--- src/ppr_pkg.sv ---
// Constants for the parallel poll configure and response block.
// Assumes a 32-bit APB slave port and GPIB lines carried as logic-true levels.
package ppr_pkg;
  // Register byte addresses
  localparam logic [7:0] CMD_ADDR = 8'h00;
  localparam logic [7:0] STAT_ADDR = 8'h04;
  localparam logic [7:0] IST_ADDR = 8'h08;
  // Command register fields
  localparam int CMD_OP_LSB = 0;
  localparam int CMD_OP_W = 3;
  localparam int CMD_ADR_LSB = 4;
  localparam int CMD_ADR_W = 5;
  localparam int CMD_LINE_LSB = 12;
  localparam int CMD_LINE_W = 4;
  localparam int CMD_SENSE_BIT = 16;
  // Status register fields
  localparam int ST_BUSY_BIT = 0;
  localparam int ST_EN_BIT = 1;
  localparam int ST_SENSE_BIT = 2;
  localparam int ST_SEL_LSB = 3;
  localparam int ST_IST_BIT = 6;
  localparam int ST_SMODE_BIT = 7;
  localparam int ST_SW_LSB = 8;
  localparam int ST_RESULT_LSB = 16;
  localparam int ST_CIC_BIT = 24;
  // Individual status register fields
  localparam int IST_SW_BIT = 0;
  localparam int IST_SRQ_BIT = 1;
  // Operations started through the command register
  typedef enum logic [2:0]
  {
    OP_CONFIGURE = 3'h0,
    OP_UNCFG_ONE = 3'h1,
    OP_UNCFG_ALL = 3'h2,
    OP_SELF_CFG = 3'h3,
    OP_POLL = 3'h4
  } ppr_op_t;
  // Configure byte layout: 011 U S D2 D1 D0
  localparam logic [2:0] PPE_TOP = 3'h3;
  localparam int PPE_U_BIT = 4;
  localparam int PPE_S_BIT = 3;
  localparam logic [7:0] PPE_MIN = 8'h60;
  localparam logic [7:0] PPE_MAX = 8'h6f;
  localparam logic [7:0] PPD_MIN = 8'h70;
  localparam logic [7:0] PPD_MAX = 8'h7f;
  localparam logic [7:0] PPD_BYTE = 8'h70;
  // Bus commands
  localparam logic [7:0] CMD_PPC = 8'h05;
  localparam logic [7:0] CMD_PPU = 8'h15;
  localparam logic [7:0] CMD_UNL = 8'h3f;
  localparam logic [7:0] LAG_BASE = 8'h20;
  localparam logic [3:0] LINE_MAX = 4'h8;
  // Switch 1 is bit 0; off selects serial command mode
  localparam int SW_MODE_BIT = 0;
  // Poll identify hold time
  localparam int CLK_PERIOD_NS = 100;
  localparam int POLL_TIME_NS = 2000;
  localparam int POLL_CYCLES = (POLL_TIME_NS + CLK_PERIOD_NS - 1) / CLK_PERIOD_NS;
  localparam int POLL_CNT_W = 8;
  // Sequencer states
  typedef enum logic [2:0]
  {
    ST_IDLE,
    ST_LAG,
    ST_PPC,
    ST_PPE,
    ST_UNL,
    ST_PPU,
    ST_POLL
  } ppr_state_t;
endpackage

--- src/ppr_core.sv ---
// Parallel poll configure, unconfigure, poll and response logic with an APB slave.
// Assumes an outside source handshake takes command bytes (sent with ATN true) and
// an acceptor delivers received bytes; all GPIB lines are logic-true (1 = asserted).
`timescale 1ns/1ps

// Functional notes
// Configure byte is 011, enable, sense, select
// Enable flag zero responds, one disables response
// Drive line only when status equals sense
// Select value n means data line n+1
// Only the active controller runs polls
// Send listen address, configure, byte, unlisten
// Build byte: enable clear, sense, line minus one
// Poll result bit k-1 reflects line k
// Shared lines OR together on the bus
// Device mode: status flag follows service request
// Byte 6D drives line 6 when status set
// Outside controller configures unit in device mode
// Per-target unconfigure sends byte 70
// Global unconfigure sends command 15
// Controller may configure its own response
// Switch 1 off selects serial command mode
// Host and unit share identical serial framing
// ATN with EOI starts poll identify
// Hold response during identify, release after
module ppr_core
#(
  parameter int SW_W = 8
)
(
  input wire logic core_clk,
  input wire logic rst_b,
  // APB slave
  input wire logic psel,
  input wire logic penable,
  input wire logic pwrite,
  input wire logic [7:0] paddr,
  input wire logic [31:0] pwdata,
  output logic [31:0] prdata,
  output logic pready,
  output logic pslverr,
  // Configuration switches, read as levels
  input wire logic [SW_W-1:0] cfg_sw,
  // High while this unit is the active controller
  input wire logic cic,
  // Command bytes towards the source handshake
  output logic [7:0] tx_data,
  output logic tx_valid,
  input wire logic tx_ready,
  // Bytes received by the acceptor
  input wire logic [7:0] rx_data,
  input wire logic rx_valid,
  input wire logic rx_atn,
  input wire logic rx_listener,
  // Bus lines, logic-true
  input wire logic atn_in,
  input wire logic eoi_in,
  input wire logic [7:0] dio_in,
  output logic [7:0] dio_out,
  output logic [7:0] dio_oe,
  output logic atn_out,
  output logic atn_oe,
  output logic eoi_out,
  output logic eoi_oe,
  output logic srq_out,
  output logic srq_oe
);

  // Identify counter width, taken from the package since nothing is imported
  localparam int POLL_CNT_W = ppr_pkg::POLL_CNT_W;
  // Sequencer and held operands
  ppr_pkg::ppr_state_t state;
  logic [2:0] op_reg;             // Last accepted operation
  logic [4:0] adr_reg;            // Target primary address
  logic [3:0] line_reg;           // Requested line, 1 to 8 for configure
  logic sense_reg;                // Requested sense
  logic [7:0] built_byte;         // Enable byte built from line and sense
  logic [POLL_CNT_W-1:0] poll_cnt; // Identify hold counter
  logic [7:0] poll_result;        // Last poll response byte
  // Own response configuration
  logic resp_en;                  // Response enabled
  logic resp_sense;               // Sense to match
  logic [2:0] resp_sel;           // Line select value
  logic ppc_pending;              // Configure command seen while listening
  // Individual status
  logic ist_sw;                   // Software status, serial mode
  logic srq_req;                  // Service request, device mode
  logic ist;
  logic serial_mode;
  logic identify;
  // Bus access decode
  logic wr_en;
  logic rd_en;
  logic hit_cmd;
  logic hit_stat;
  logic hit_ist;
  logic cmd_bad;
  logic [2:0] wr_op;
  logic [3:0] wr_line;

  // Switch 1 off means serial command mode; other switches carry framing only
  assign serial_mode = ~cfg_sw[ppr_pkg::SW_MODE_BIT];
  // In device mode the status flag is the service request itself
  assign ist = serial_mode ? ist_sw : srq_req;
  // Poll identify is ATN together with EOI
  assign identify = atn_in & eoi_in;

  // APB access phase; the slave never inserts wait states
  assign pready = 1'b1;
  assign wr_en = psel & penable & pwrite;
  assign rd_en = psel & penable & ~pwrite;
  assign hit_cmd = (paddr == ppr_pkg::CMD_ADDR);
  assign hit_stat = (paddr == ppr_pkg::STAT_ADDR);
  assign hit_ist = (paddr == ppr_pkg::IST_ADDR);
  assign wr_op = pwdata[ppr_pkg::CMD_OP_LSB +: ppr_pkg::CMD_OP_W];
  assign wr_line = pwdata[ppr_pkg::CMD_LINE_LSB +: ppr_pkg::CMD_LINE_W];

  // A command is refused while busy, with a bad line, unknown, or a bus operation (configure, unconfigure, poll) without control
  always_comb
  begin
    cmd_bad = (state != ppr_pkg::ST_IDLE);
    case (wr_op)
      ppr_pkg::OP_CONFIGURE,
      ppr_pkg::OP_SELF_CFG:
        cmd_bad = cmd_bad | (wr_line == 4'h0) | (wr_line > ppr_pkg::LINE_MAX);
      ppr_pkg::OP_UNCFG_ONE,
      ppr_pkg::OP_UNCFG_ALL:
        cmd_bad = cmd_bad | ~cic;
      ppr_pkg::OP_POLL:
        cmd_bad = cmd_bad | ~cic;
      default:
        cmd_bad = 1'b1;
    endcase
    // Self configure needs no bus, so control is not required for it
    if ((wr_op == ppr_pkg::OP_CONFIGURE) && !cic)
    begin
      cmd_bad = 1'b1;
    end
  end

  // Error answer: unmapped address, write to the status register, refused command
  always_comb
  begin
    pslverr = 1'b0;
    if (psel && penable)
    begin
      if (!(hit_cmd || hit_stat || hit_ist))
      begin
        pslverr = 1'b1;
      end
      else if (pwrite && hit_stat)
      begin
        pslverr = 1'b1;
      end
      else if (pwrite && hit_cmd && cmd_bad)
      begin
        pslverr = 1'b1;
      end
    end
  end

  // Read data; unmapped reads return zero
  always_comb
  begin
    prdata = 32'h0000_0000;
    if (rd_en && hit_cmd)
    begin
      prdata[ppr_pkg::CMD_OP_LSB +: ppr_pkg::CMD_OP_W] = op_reg;
      prdata[ppr_pkg::CMD_ADR_LSB +: ppr_pkg::CMD_ADR_W] = adr_reg;
      prdata[ppr_pkg::CMD_LINE_LSB +: ppr_pkg::CMD_LINE_W] = line_reg;
      prdata[ppr_pkg::CMD_SENSE_BIT] = sense_reg;
    end
    else if (rd_en && hit_stat)
    begin
      prdata[ppr_pkg::ST_BUSY_BIT] = (state != ppr_pkg::ST_IDLE);
      prdata[ppr_pkg::ST_EN_BIT] = resp_en;
      prdata[ppr_pkg::ST_SENSE_BIT] = resp_sense;
      prdata[ppr_pkg::ST_SEL_LSB +: 3] = resp_sel;
      prdata[ppr_pkg::ST_IST_BIT] = ist;
      prdata[ppr_pkg::ST_SMODE_BIT] = serial_mode;
      // Framing switches are shown so software can match the host side
      prdata[ppr_pkg::ST_SW_LSB +: SW_W] = cfg_sw;
      prdata[ppr_pkg::ST_RESULT_LSB +: 8] = poll_result;
      prdata[ppr_pkg::ST_CIC_BIT] = cic;
    end
    else if (rd_en && hit_ist)
    begin
      prdata[ppr_pkg::IST_SW_BIT] = ist_sw;
      prdata[ppr_pkg::IST_SRQ_BIT] = srq_req;
    end
  end

  // Enable byte: 011, enable flag clear, sense, line minus one
  always_comb
  begin
    built_byte = {ppr_pkg::PPE_TOP, 1'b0, sense_reg, 3'(line_reg - 4'h1)};
  end

  // Operands captured on an accepted command write
  always_ff @(posedge core_clk or negedge rst_b)
  begin
    if (!rst_b)
    begin
      op_reg <= 3'h0;
      adr_reg <= 5'h00;
      line_reg <= 4'h1;
      sense_reg <= 1'b0;
    end
    else if (wr_en && hit_cmd && !cmd_bad)
    begin
      op_reg <= wr_op;
      adr_reg <= pwdata[ppr_pkg::CMD_ADR_LSB +: ppr_pkg::CMD_ADR_W];
      line_reg <= wr_line;
      sense_reg <= pwdata[ppr_pkg::CMD_SENSE_BIT];
    end
  end

  // Individual status sources written by software
  always_ff @(posedge core_clk or negedge rst_b)
  begin
    if (!rst_b)
    begin
      ist_sw <= 1'b0;
      srq_req <= 1'b0;
    end
    else if (wr_en && hit_ist)
    begin
      ist_sw <= pwdata[ppr_pkg::IST_SW_BIT];
      srq_req <= pwdata[ppr_pkg::IST_SRQ_BIT];
    end
  end

  // Service request pin follows the request only in device mode
  always_ff @(posedge core_clk or negedge rst_b)
  begin
    if (!rst_b)
    begin
      srq_oe <= 1'b0;
    end
    else
    begin
      srq_oe <= srq_req & ~serial_mode;
    end
  end
  assign srq_out = srq_oe;

  // Controller sequencer: configure, unconfigure and poll
  always_ff @(posedge core_clk or negedge rst_b)
  begin
    if (!rst_b)
    begin
      state <= ppr_pkg::ST_IDLE;
      tx_data <= 8'h00;
      tx_valid <= 1'b0;
      poll_cnt <= '0;
    end
    else
    begin
      case (state)
        ppr_pkg::ST_IDLE:
        begin
          if (wr_en && hit_cmd && !cmd_bad)
          begin
            case (wr_op)
              ppr_pkg::OP_CONFIGURE,
              ppr_pkg::OP_UNCFG_ONE:
              begin
                // Address the target as listener first
                tx_data <= ppr_pkg::LAG_BASE | {3'h0, pwdata[ppr_pkg::CMD_ADR_LSB +: ppr_pkg::CMD_ADR_W]};
                tx_valid <= 1'b1;
                state <= ppr_pkg::ST_LAG;
              end
              ppr_pkg::OP_UNCFG_ALL:
              begin
                tx_data <= ppr_pkg::CMD_PPU;
                tx_valid <= 1'b1;
                state <= ppr_pkg::ST_PPU;
              end
              ppr_pkg::OP_POLL:
              begin
                poll_cnt <= POLL_CNT_W'(ppr_pkg::POLL_CYCLES - 1);
                state <= ppr_pkg::ST_POLL;
              end
              default:
                state <= ppr_pkg::ST_IDLE;
            endcase
          end
        end
        ppr_pkg::ST_LAG:
        begin
          if (tx_ready)
          begin
            tx_data <= ppr_pkg::CMD_PPC;
            state <= ppr_pkg::ST_PPC;
          end
        end
        ppr_pkg::ST_PPC:
        begin
          if (tx_ready)
          begin
            // Unconfigure of one target sends the disable byte instead
            tx_data <= (op_reg == ppr_pkg::OP_UNCFG_ONE) ? ppr_pkg::PPD_BYTE : built_byte;
            state <= ppr_pkg::ST_PPE;
          end
        end
        ppr_pkg::ST_PPE:
        begin
          if (tx_ready)
          begin
            tx_data <= ppr_pkg::CMD_UNL;
            state <= ppr_pkg::ST_UNL;
          end
        end
        ppr_pkg::ST_UNL,
        ppr_pkg::ST_PPU:
        begin
          if (tx_ready)
          begin
            tx_valid <= 1'b0;
            state <= ppr_pkg::ST_IDLE;
          end
        end
        ppr_pkg::ST_POLL:
        begin
          if (poll_cnt == '0)
          begin
            state <= ppr_pkg::ST_IDLE;
          end
          else
          begin
            poll_cnt <= poll_cnt - 1'b1;
          end
        end
        default:
        begin
          state <= ppr_pkg::ST_IDLE;
          tx_valid <= 1'b0;
        end
      endcase
    end
  end

  // ATN and EOI driven together for the whole identify window
  always_ff @(posedge core_clk or negedge rst_b)
  begin
    if (!rst_b)
    begin
      atn_oe <= 1'b0;
      eoi_oe <= 1'b0;
    end
    else
    begin
      atn_oe <= (state == ppr_pkg::ST_POLL) && (poll_cnt != '0);
      eoi_oe <= (state == ppr_pkg::ST_POLL) && (poll_cnt != '0);
    end
  end
  assign atn_out = atn_oe;
  assign eoi_out = eoi_oe;

  // Response byte sampled at the end of the identify window; lines are wired-OR
  always_ff @(posedge core_clk or negedge rst_b)
  begin
    if (!rst_b)
    begin
      poll_result <= 8'h00;
    end
    else if (state == ppr_pkg::ST_POLL && poll_cnt == POLL_CNT_W'(1))
    begin
      poll_result <= dio_in;
    end
  end

  // Own response configuration from received commands or from self configure
  always_ff @(posedge core_clk or negedge rst_b)
  begin
    if (!rst_b)
    begin
      resp_en <= 1'b0;
      resp_sense <= 1'b0;
      resp_sel <= 3'h0;
      ppc_pending <= 1'b0;
    end
    else if (wr_en && hit_cmd && !cmd_bad && wr_op == ppr_pkg::OP_SELF_CFG)
    begin
      // Controller configures itself without using the bus
      resp_en <= 1'b1;
      resp_sense <= pwdata[ppr_pkg::CMD_SENSE_BIT];
      resp_sel <= 3'(wr_line - 4'h1);
      ppc_pending <= 1'b0;
    end
    else if (rx_valid && rx_atn)
    begin
      ppc_pending <= 1'b0;
      if (rx_data == ppr_pkg::CMD_PPU)
      begin
        resp_en <= 1'b0;
      end
      else if (ppc_pending && rx_data >= ppr_pkg::PPE_MIN && rx_data <= ppr_pkg::PPE_MAX)
      begin
        // Enable flag zero: respond with the carried sense and line
        resp_en <= ~rx_data[ppr_pkg::PPE_U_BIT];
        resp_sense <= rx_data[ppr_pkg::PPE_S_BIT];
        resp_sel <= rx_data[2:0];
      end
      else if (ppc_pending && rx_data >= ppr_pkg::PPD_MIN && rx_data <= ppr_pkg::PPD_MAX)
      begin
        resp_en <= 1'b0;
      end
      else if (rx_data == ppr_pkg::CMD_PPC && rx_listener)
      begin
        ppc_pending <= 1'b1;
      end
    end
  end

  // Response drive: held while identify lasts, dropped the edge after it ends
  always_ff @(posedge core_clk or negedge rst_b)
  begin
    if (!rst_b)
    begin
      dio_oe <= 8'h00;
    end
    else if (identify && resp_en && (ist == resp_sense))
    begin
      dio_oe <= 8'h01 << resp_sel;
    end
    else
    begin
      dio_oe <= 8'h00;
    end
  end
  assign dio_out = dio_oe;

endmodule

--- config.mk ---
export PLATFORM = sky130hd
export DESIGN_NAME = ppr_core
export DESIGN_NICKNAME = d
export VERILOG_FILES = /design/src/ppr_pkg.sv /design/src/ppr_core.sv
export SDC_FILE = /design/constraint.sdc
export NUM_CORES = 1
export LEC_CHECK = 0
export BUFFER_PORTS_ARGS = -buffer_cell sky130_fd_sc_hd__buf_2
export CORE_AREA = 2 2 97 99
export CTS_BUF_LIST = sky130_fd_sc_hd__clkbuf_16
export CTS_CLUSTER_DIAMETER = 80
export DETAILED_ROUTE_END_ITERATION = 10
export DIE_AREA = 0 0 99 101
export PLACE_DENSITY_LB_ADDON = 0.12
export SYNTH_ARGS = -nofsm -noshare
export SYNTH_HDL_FRONTEND = slang
export SYNTH_SLANG_ARGS = --single-unit
--- constraint.sdc ---
create_clock -name core_clk -period 7.4 [get_ports core_clk]
set_input_delay 1.11 -clock core_clk [delete_from_list [all_inputs] [get_ports core_clk]]
set_output_delay 1.11 -clock core_clk [all_outputs]
set_load 0.01 [all_outputs]
==> impl_metrics.ini, run 1 <==
[run_status]
status = complete, no violations

[setup_path]
timing.critical_path.required_ps = 6290
timing.critical_path.fanout_max = 11
register_to_register_setup_slack_ps = 4800
worst_setup_path_start_kind = input pin
timing.critical_path.max_delay_family = simple AND/OR/NAND/NOR gates
r2r_start = state[2]$_DFFE_PN0P_
rr_worst_depth = 3
critPathLaunch = paddr[1]
timing.rr.end = sense_reg$_DFFE_PN0P_
path_buf_inv = 2
critical-path-max-stage-delay_ps = 630
end_kind = output pin
crit_path_frequent_cell = sky130_fd_sc_hd__buf_2
cp_cell_sequence = buf_2 > or4_4 > or2_1 > or3_1 > nor2_1 > nand2_1 > o21ai_0 > buf_2
critPathKind = input pin to output pin
worst_path_max_delay_cell = sky130_fd_sc_hd__nor2_1
arrival_ps = 3410

[yosys]
synth_area_leaders = sky130_fd_sc_hd__dfrtp_1, sky130_fd_sc_hd__mux2_2, sky130_fd_sc_hd__buf_4
synth_area_per_cell_sq_um = 9.605
synth_top_area_share_pct = 41.02
number_of_instances_in_the_synthesized_netlist = 362
yosysUniqueCellTypes = 61
asr_flop_ratio_synth_pct = 100.0
synth_flop_cell = sky130_fd_sc_hd__dfrtp_1
synth_area_leader_cell = sky130_fd_sc_hd__dfrtp_1
synth.cell_area_sq_um = 3477
ys_warn_count = 0
synth_sequential_area_ratio_pct = 41.78
number_of_enable_type_register_cells_in_the_synthesized_netlist = 0
ys_ff_latch = 58

[place]
detailedPlacementHpwl_microns = 6523
port_buffers = 112
place_inst = 555
dpl-instance-area_sq_um = 3985
finalWeightedCongestion = 0.8228

[sta]
fin_tns_setup_ps = 0
finalSetupViolations = 0
slew-limit-headroom_pct = 23.77
post_layout_min_period_ps = 4521
rsz_0062_raised_after_global_routing = false
fmax_ghz = 0.2212
worst_clock_skew_ps = 6.471
post-route-period-util_pct = 61.09
timing.final.hold_violations = 0
tightestPinTransition_ps = 1137
finalMaxSlewViolations = 0

[clocking]
ctsHoldBuffers = 0
number_of_levels_in_the_clock_h_tree = 3
clock_latency_ps = 330
cts.reportedPaths.clkPinSlew_ps = 50
tritoncts = done
cts_repair_resize_count = 0
post_cts.repair.setup_buffers = 0
clk_root_buffer_cell = sky130_fd_sc_hd__clkbuf_16
cts_buffers = 9
clock_tree.buffer_depth = 2
cts_num_sinks = 58

[hold_path]
hold_depth = 1
critical_hold_path_startpoint = poll_result[4]$_DFFE_PN0P_
min_path_type = flop to flop
worst_hold_path.endpoint = poll_result[4]$_DFFE_PN0P_

[job]
maxCapViolCount = 0

[power_and_ir_drop]
comb_power_share_pct = 27.9
seq_power_share_pct = 37.8
clockPowerShare_pct = 34.3
vdd_ir_drop_max_mv = 0.1457
total_leakage_power_nw = 2.242
swShare_pct = 35.45
net-switching-power_mw = 0.3988
cellPowerDensity_nw_per_um2 = 263.8
p_int_mw = 0.7262

[global_routing]
grt-ovfl-total = 0
first_pass_grt_wire_length_microns = 14460
grt_util_all_layers_pct = 18.54
grt_pass1_vias = 2802
antenna_found_initial = 0
pin_count_of_the_biggest_net_entering_global_routing = 59

[final_layout]
final_net_count = 536
post_route_cells_drive_above_1_share_pct = 36.30
area.growth.synth_to_final_pct = 22.67
stdcell_area_sq_um = 4265
top_library_cells_by_usage_in_the_layout_fill_and_taps_aside = sky130_fd_sc_hd__buf_2, sky130_fd_sc_hd__dfrtp_1, sky130_fd_sc_hd__nor2_1
antenna_cells = 0
layout_commonest_cell = sky130_fd_sc_hd__buf_2
layout_top_registers = dio_oe: 8 flops, poll_cnt: 8 flops, poll_result: 8 flops
final.fill_count = 865
layoutNonFillerInstCount = 571

[detailed_routing]
first_pass_iters = 4
post-route-drc-count = 0
drt_first_iter_violations = 132
num_vias = 2947
routed_wirelength_normalized_by_instance_count_microns = 15.35
totalWireLength_microns = 8765
ant_nets = 0
viasPerCell = 5.161

[die]
core_area_sq_um = 8977
floorplan.rows = 35
die_x_microns = 99
io-pin-count = 141
die-area_sq_um = 9999
chipHeight_microns = 101
initial_core_util_pct = 38.73
==> cell families after synthesis <==
| group | after synthesis | share of synthesized area [%] |
|---|---|---|
| simple gates | 139 | 22.92 |
| compound gates | 64 | 12.31 |
| flops | 58 | 41.78 |
| buf+inv | 52 | 7.988 |
| mux | 39 | 12.23 |
| fa+ha+maj | 5 | 1.799 |
| xor+xnor | 3 | 0.7558 |
| other cells | 2 | 0.2160 |
==> cell type report <==
cell class                      count  area, sq um  area share [%]
Clock inverter                      7        55.05           1.291
Multi-Input combinational cell    259         1773           41.57
Clock buffer                        9        225.2           5.280
Tap cell                          111        138.9           3.256
Inverter                           14        52.55           1.232
Sequential cell                    58         1453           34.06
Timing Repair Buffer              113        568.0           13.32
==> power groups by stage <==
stage	clock, mW	sequential, mW	combinational (mW)
6_report	0.386	0.425	0.314
5_1_grt	0.411	0.435	0.355
4_1_cts	0.395	0.424	0.317
3_5_place_dp	0	0.428	0.314
3_3_place_gp	0	0.428	0.311
2_1_floorplan	0	0.405	0.250
==> routing by layer <==
layer	track usage (%)	vias to the layer above	share of wire [%]
li1	-	1443	-
met3	4.716	15	6.6
met2	27.44	106	44
met4	7.271	0	2.2
met5	0	-	0
met1	26.03	1383	48
==> worst max-delay path by stage <==
stage	to	slack (ps)	cells past startpoint
6_report	prdata[8]	2880	8
5_1_grt	prdata[6]	2730	8
4_1_cts	prdata[14]	2860	7
3_5_place_dp	prdata[14]	2890	7
3_3_place_gp	prdata[14]	2880	7
2_1_floorplan	prdata[12]	3450	6
==> stage by stage <==
step	hold slack (ps)	utilization, %	setup slack (ps)	total power, mW
after floorplan	472.1	-	3445	0.6552
after global placement	481.8	44.39	2885	0.7387
after detailed placement	488.3	44.39	2893	0.7423
after CTS	500.4	47.51	2864	1.136
after global routing	518.8	47.51	2726	1.201
final	497.0	47.51	2879	1.125
==> synth_stat cells, types with 4 or more instances <==
cell type,number
sky130_fd_sc_hd__inv_1,14
sky130_fd_sc_hd__nor3b_1,6
sky130_fd_sc_hd__a21o_1,4
sky130_fd_sc_hd__ha_1,5
sky130_fd_sc_hd__nand3_1,6
sky130_fd_sc_hd__buf_4,21
sky130_fd_sc_hd__a22o_1,9
sky130_fd_sc_hd__clkbuf_1,12
sky130_fd_sc_hd__and2_1,15
sky130_fd_sc_hd__mux2_2,24
sky130_fd_sc_hd__mux2i_1,14
sky130_fd_sc_hd__nor2_1,27
sky130_fd_sc_hd__o21ai_0,16
sky130_fd_sc_hd__nor3_1,12
sky130_fd_sc_hd__nand2_1,26
sky130_fd_sc_hd__dfrtp_1,57
sky130_fd_sc_hd__nand2b_1,10
sky130_fd_sc_hd__or3_1,5
sky130_fd_sc_hd__a21oi_1,14
sky130_fd_sc_hd__and3_1,4
Note: power is estimated with default switching activity, not from simulation.
==> run 2: changes to the inputs <==
- clock period: 7.4 -> 4.05 ns (I/O delays scaled with it)
==> run 2 against run 1 <==
  * Combinational power is 82% higher
  * Register-to-register slack lost 3400 ps
  * Sequential power rose by 82%
  * Largest cell class unchanged
  * Final cell count is 0.35% higher
  * Worst hold slack worse by 99 ps
  * Power up 93%
  * Clock power is 110% higher
  * Global-route usage grew 0.12 points
  * Non-clock buffer count rose by 2
==> impl_metrics.ini, run 2 (synthesis gave the netlist of run 1 again) <==
[run_status]
status = complete, no violations

[final_layout]
layout_top_registers = dio_oe: 8 flops, poll_cnt: 8 flops, poll_result: 8 flops
layout_commonest_cell = sky130_fd_sc_hd__buf_2
register_area_sq_um = 1453
area.growth.synth_to_final_pct = 24.43
post_route_cells_drive_above_1_share_pct = 36.58
top_library_cells_by_usage_in_the_layout_fill_and_taps_aside = sky130_fd_sc_hd__buf_2, sky130_fd_sc_hd__dfrtp_1, sky130_fd_sc_hd__nor2_1
multiInputGateArea_sq_um = 1773
final.fill_count = 868
final_net_count = 538
antenna_cells = 0
layout.core_utilization_pct = 48.20

[die]
initial_core_util_pct = 38.73
core_area_sq_um = 8977
die-area_sq_um = 9999
chipHeight_microns = 101
io-pin-count = 141
floorplan.rows = 35
die_x_microns = 99

[job]
maxCapViolCount = 0

[global_routing]
grt_pass1_vias = 2962
first_pass_grt_wire_length_microns = 14650
grt_util_all_layers_pct = 18.66
antenna_found_initial = 0
grt-ovfl-total = 0
pin_count_of_the_biggest_net_entering_global_routing = 40

[clocking]
cts_num_sinks = 58
cts_repair_resize_count = 0
post_cts.repair.setup_buffers = 0
clock_latency_ps = 330
clock_tree.buffer_depth = 2
cts_buffers = 9
number_of_levels_in_the_clock_h_tree = 3
tritoncts = done
clk_root_buffer_cell = sky130_fd_sc_hd__clkbuf_16
cts.reportedPaths.clkPinSlew_ps = 50
ctsHoldBuffers = 0

[sta]
slew-limit-headroom_pct = 21.22
finalSetupViolations = 0
timing.final.hold_violations = 0
finalMaxSlewViolations = 0
fmax_ghz = 0.3071
fin_tns_setup_ps = 0
rsz_0062_raised_after_global_routing = false
worst_clock_skew_ps = 3.854
post_layout_min_period_ps = 3256
post-route-period-util_pct = 80.39
tightestPinTransition_ps = 1175

[setup_path]
timing.critical_path.required_ps = 3440
critical-path-max-stage-delay_ps = 560
arrival_ps = 2650
cp_cell_sequence = buf_2 > or4_4 > or2_1 > inv_1 > and3_1 > buf_4 > and2_1 > buf_2
crit_path_frequent_cell = sky130_fd_sc_hd__buf_2
timing.rr.end = line_reg[2]$_DFFE_PN0P_
end_kind = output pin
r2r_start = state[1]$_DFFE_PN0P_
worst_path_max_delay_cell = sky130_fd_sc_hd__or4_4
worst_setup_path_start_kind = input pin
register_to_register_setup_slack_ps = 1410
path_buf_inv = 4
rr_worst_depth = 3
critPathKind = input pin to output pin
timing.critical_path.max_delay_family = simple AND/OR/NAND/NOR gates
timing.critical_path.fanout_max = 13

[detailed_routing]
first_pass_iters = 4
post-route-drc-count = 0
viasPerCell = 5.185
ant_nets = 0
routed_wirelength_normalized_by_instance_count_microns = 15.35
totalWireLength_microns = 8795
num_vias = 2971
drt_first_iter_violations = 88

[power_and_ir_drop]
total_leakage_power_nw = 2.273
cellPowerDensity_nw_per_um2 = 501.9
vdd_ir_drop_max_mv = 0.2619

[place]
detailedPlacementHpwl_microns = 6757
finalWeightedCongestion = 0.8386
port_buffers = 112

[hold_path]
min_path_type = input pin to async pin
[run 2: cell types whose count changed in the layout (fill, tap and decap cells not counted)]
cell	previous run	this run
sky130_fd_sc_hd__buf_4	1	3
sky130_fd_sc_hd__bufinv_16	0	2
sky130_fd_sc_hd__clkinv_2	1	0
sky130_fd_sc_hd__clkinv_4	3	2
[run 2: how the worst max path moves through the flow]
stage              from                 endpoint  slack [ps]  depth (start not counted)
6_report       paddr[1]               prdata[17]         790                          8
5_1_grt        paddr[1]               prdata[19]         660                          8
4_1_cts        paddr[1]               prdata[17]         790                          8
3_5_place_dp   paddr[1]  line_reg[2]$_DFFE_PN0P_         740                          6
3_3_place_gp   paddr[1]   adr_reg[0]$_DFFE_PN0P_         730                          6
2_1_floorplan  paddr[1]               prdata[12]        1100                          6
[run 2: through the flow]
step	std cells	power, mW	setup slack (ps)	hold slack, ps	area, sq um
floorplan	369	1.197	1100	311.9	3503
global placement	557	1.349	732.9	481.0	4000
detailed placement	557	1.359	740.8	487.3	4000
CTS	573	2.198	788.8	439.9	4327
global route	573	2.314	664.0	481.7	4327
finish	573	2.172	794.2	398.3	4327
[run 2: power breakdown]
part / internal, mW / leakage, nW / switching [mW]
Combinational: 0.247 / 1.35 / 0.324
Sequential: 0.663 / 0.768 / 0.112
Clock: 0.542 / 0.152 / 0.284
[run 2: final cells by class]
| cell class | instances | share of cell area [%] |
|---|---|---|
| clock inverter | 7 | 2.342 |
| timing repair buffer | 115 | 13.48 |
| tap | 111 | 3.210 |
| clock buffer | 9 | 5.205 |
| inverter | 14 | 1.215 |
| multi-input combinational | 259 | 40.98 |
| sequential | 58 | 33.57 |
[run 2: routing by layer]
layer / global-route usage, % / wire length, microns / vias to the layer above
li1: - / - / 1448
met5: 0 / 0 / -
met1: 25.04 / 4125 / 1407
met4: 7.587 / 230 / 0
met2: 28.85 / 3906 / 99
met3: 4.785 / 533 / 17
==> run 3: changes to the inputs <==
- clock period: 4.05 -> 3.05 ns (I/O delays scaled with it)
==> run 3 against run 2 <==
  * Clock-buffer cell count unchanged
  * Die area unchanged
  * Sequential share of layout area decreased by 0.28 points
  * Non-clock buffer count increased by 11
  * Via count increased by 0.77%
  * Clock skew increased by 4.7 ps
  * Wire length increased by 0.82%
  * Worst hold slack got worse by 330 ps
  * Core utilization increased by 0.40 points
  * Register-to-register slack got worse by 680 ps
  * Highest routed layer unchanged
==> impl_metrics.ini, run 3 (synthesis gave the netlist of run 1 again) <==
[run_status]
status = complete, no violations

[detailed_routing]
viasPerCell = 5.127
ant_nets = 0
post-route-drc-count = 0
first_pass_iters = 5
totalWireLength_microns = 8867
routed_wirelength_normalized_by_instance_count_microns = 15.18
num_vias = 2994
drt_first_iter_violations = 144

[sta]
timing.final.hold_violations = 0
worst_clock_skew_ps = 8.572
fin_tns_setup_ps = 0
rsz_0062_raised_after_global_routing = false
slew-limit-headroom_pct = 64.69
tightestPinTransition_ps = 529.7
finalSetupViolations = 0
post-route-period-util_pct = 92.09
fmax_ghz = 0.3560
finalMaxSlewViolations = 0
post_layout_min_period_ps = 2809

[setup_path]
timing.critical_path.required_ps = 2590
end_kind = output pin
arrival_ps = 2350
timing.rr.end = poll_cnt[4]$_DFFE_PN0P_
r2r_start = state[2]$_DFFE_PN0P_
critPathKind = input pin to output pin
rr_worst_depth = 5
register_to_register_setup_slack_ps = 730
worst_setup_path_start_kind = input pin
timing.critical_path.fanout_max = 4

[place]
detailedPlacementHpwl_microns = 6800
port_buffers = 112
finalWeightedCongestion = 0.8032
dpl-instance-area_sq_um = 4083
place_inst = 568

[global_routing]
grt_util_all_layers_pct = 18.95
grt-ovfl-total = 0
first_pass_grt_wire_length_microns = 14970
grt_pass1_vias = 2972
pin_count_of_the_biggest_net_entering_global_routing = 40
antenna_found_initial = 0

[die]
die_x_microns = 99
floorplan.rows = 35
core_area_sq_um = 8977
chipHeight_microns = 101
io-pin-count = 141
die-area_sq_um = 9999
initial_core_util_pct = 38.73

[clocking]
cts_repair_resize_count = 0
cts.reportedPaths.clkPinSlew_ps = 60
clk_root_buffer_cell = sky130_fd_sc_hd__clkbuf_16
tritoncts = done
number_of_levels_in_the_clock_h_tree = 3
clock_tree.buffer_depth = 2
post_cts.repair.setup_buffers = 0
cts_buffers = 9
ctsHoldBuffers = 0
clock_latency_ps = 330
cts_num_sinks = 58

[final_layout]
final.fill_count = 889
final_net_count = 549
stdcell_area_sq_um = 4363
layout_commonest_cell = sky130_fd_sc_hd__buf_2
top_library_cells_by_usage_in_the_layout_fill_and_taps_aside = sky130_fd_sc_hd__buf_2, sky130_fd_sc_hd__dfrtp_1, sky130_fd_sc_hd__nor2_1
antenna_cells = 0
area.growth.synth_to_final_pct = 25.48
layout_top_registers = dio_oe: 8 flops, poll_cnt: 8 flops, poll_result: 8 flops
layoutNonFillerInstCount = 584
post_route_cells_drive_above_1_share_pct = 38.05

[power_and_ir_drop]
vdd_ir_drop_max_mv = 0.4010
total_leakage_power_nw = 2.311
cellPowerDensity_nw_per_um2 = 634.9

[job]
maxCapViolCount = 0

[hold_path]
min_path_type = input pin to async pin
run 3: changes by cell type in the layout (fill, tap and decap cells not counted), sizes merged:
| cell | change |
|---|---|
| buf | +11 |
| clkinv | +2 |
| bufinv | -2 |
run 3: worst max-delay path by stage:
stage | end | slack [ps] | cells after the start | startpoint
CTS | prdata[6] | 240 | 9 | paddr[1]
floorplan | prdata[12] | 400 | 6 | paddr[1]
global route | pslverr | 140 | 9 | pwdata[12]
finish | pslverr | 240 | 9 | pwdata[12]
global placement | prdata[8] | 260 | 9 | paddr[1]
detailed placement | prdata[6] | 260 | 9 | paddr[1]
run 3: per-layer routing:
layer / wire (microns) / global-route usage, % / vias up
met2: 3925 / 29.26 / 108
li1: - / - / 1459
met1: 4152 / 25.81 / 1411
met4: 184 / 7.798 / 0
met5: 0 / 0 / -
met3: 604 / 4.230 / 16
run 3: power by group:
| group | internal, mW | total, mW | switching (mW) |
|---|---|---|---|
| Sequential | 0.880 | 1.03 | 0.150 |
| Combinational | 0.362 | 0.805 | 0.443 |
| Clock | 0.554 | 0.935 | 0.381 |
run 3: area by class of cell:
class                      instances  area [sq um]  area share [%]
inverter                          14         52.55           1.204
timing repair buffer             126         665.6           15.26
clock buffer                       9         225.2           5.162
sequential                        58          1453           33.30
clock inverter                     7         55.05           1.262
multi-input combinational        259          1773           40.64
tap                              111         138.9           3.183
run 3: worst max-delay path, stage by stage:
cell	delay (ps)
sky130_fd_sc_hd__buf_2	120
sky130_fd_sc_hd__inv_1	50
sky130_fd_sc_hd__ha_1	200
sky130_fd_sc_hd__or4b_2	610
sky130_fd_sc_hd__o211a_1	190
sky130_fd_sc_hd__a21oi_2	270
sky130_fd_sc_hd__o21bai_1	140
sky130_fd_sc_hd__a31oi_1	160
sky130_fd_sc_hd__buf_2	140
run 3: per-stage QoR:
step                power [mW]  setup WS, ps  hold WS (ps)  utilization [%]
global route             2.955         140.9         107.2            48.60
global placement         1.831         264.8         431.0            45.48
floorplan                1.590         400.3         161.9                -
CTS                      2.799         236.6         76.65            48.60
finish                   2.770         241.4         65.36            48.60
detailed placement       1.845         255.1         440.2            45.48
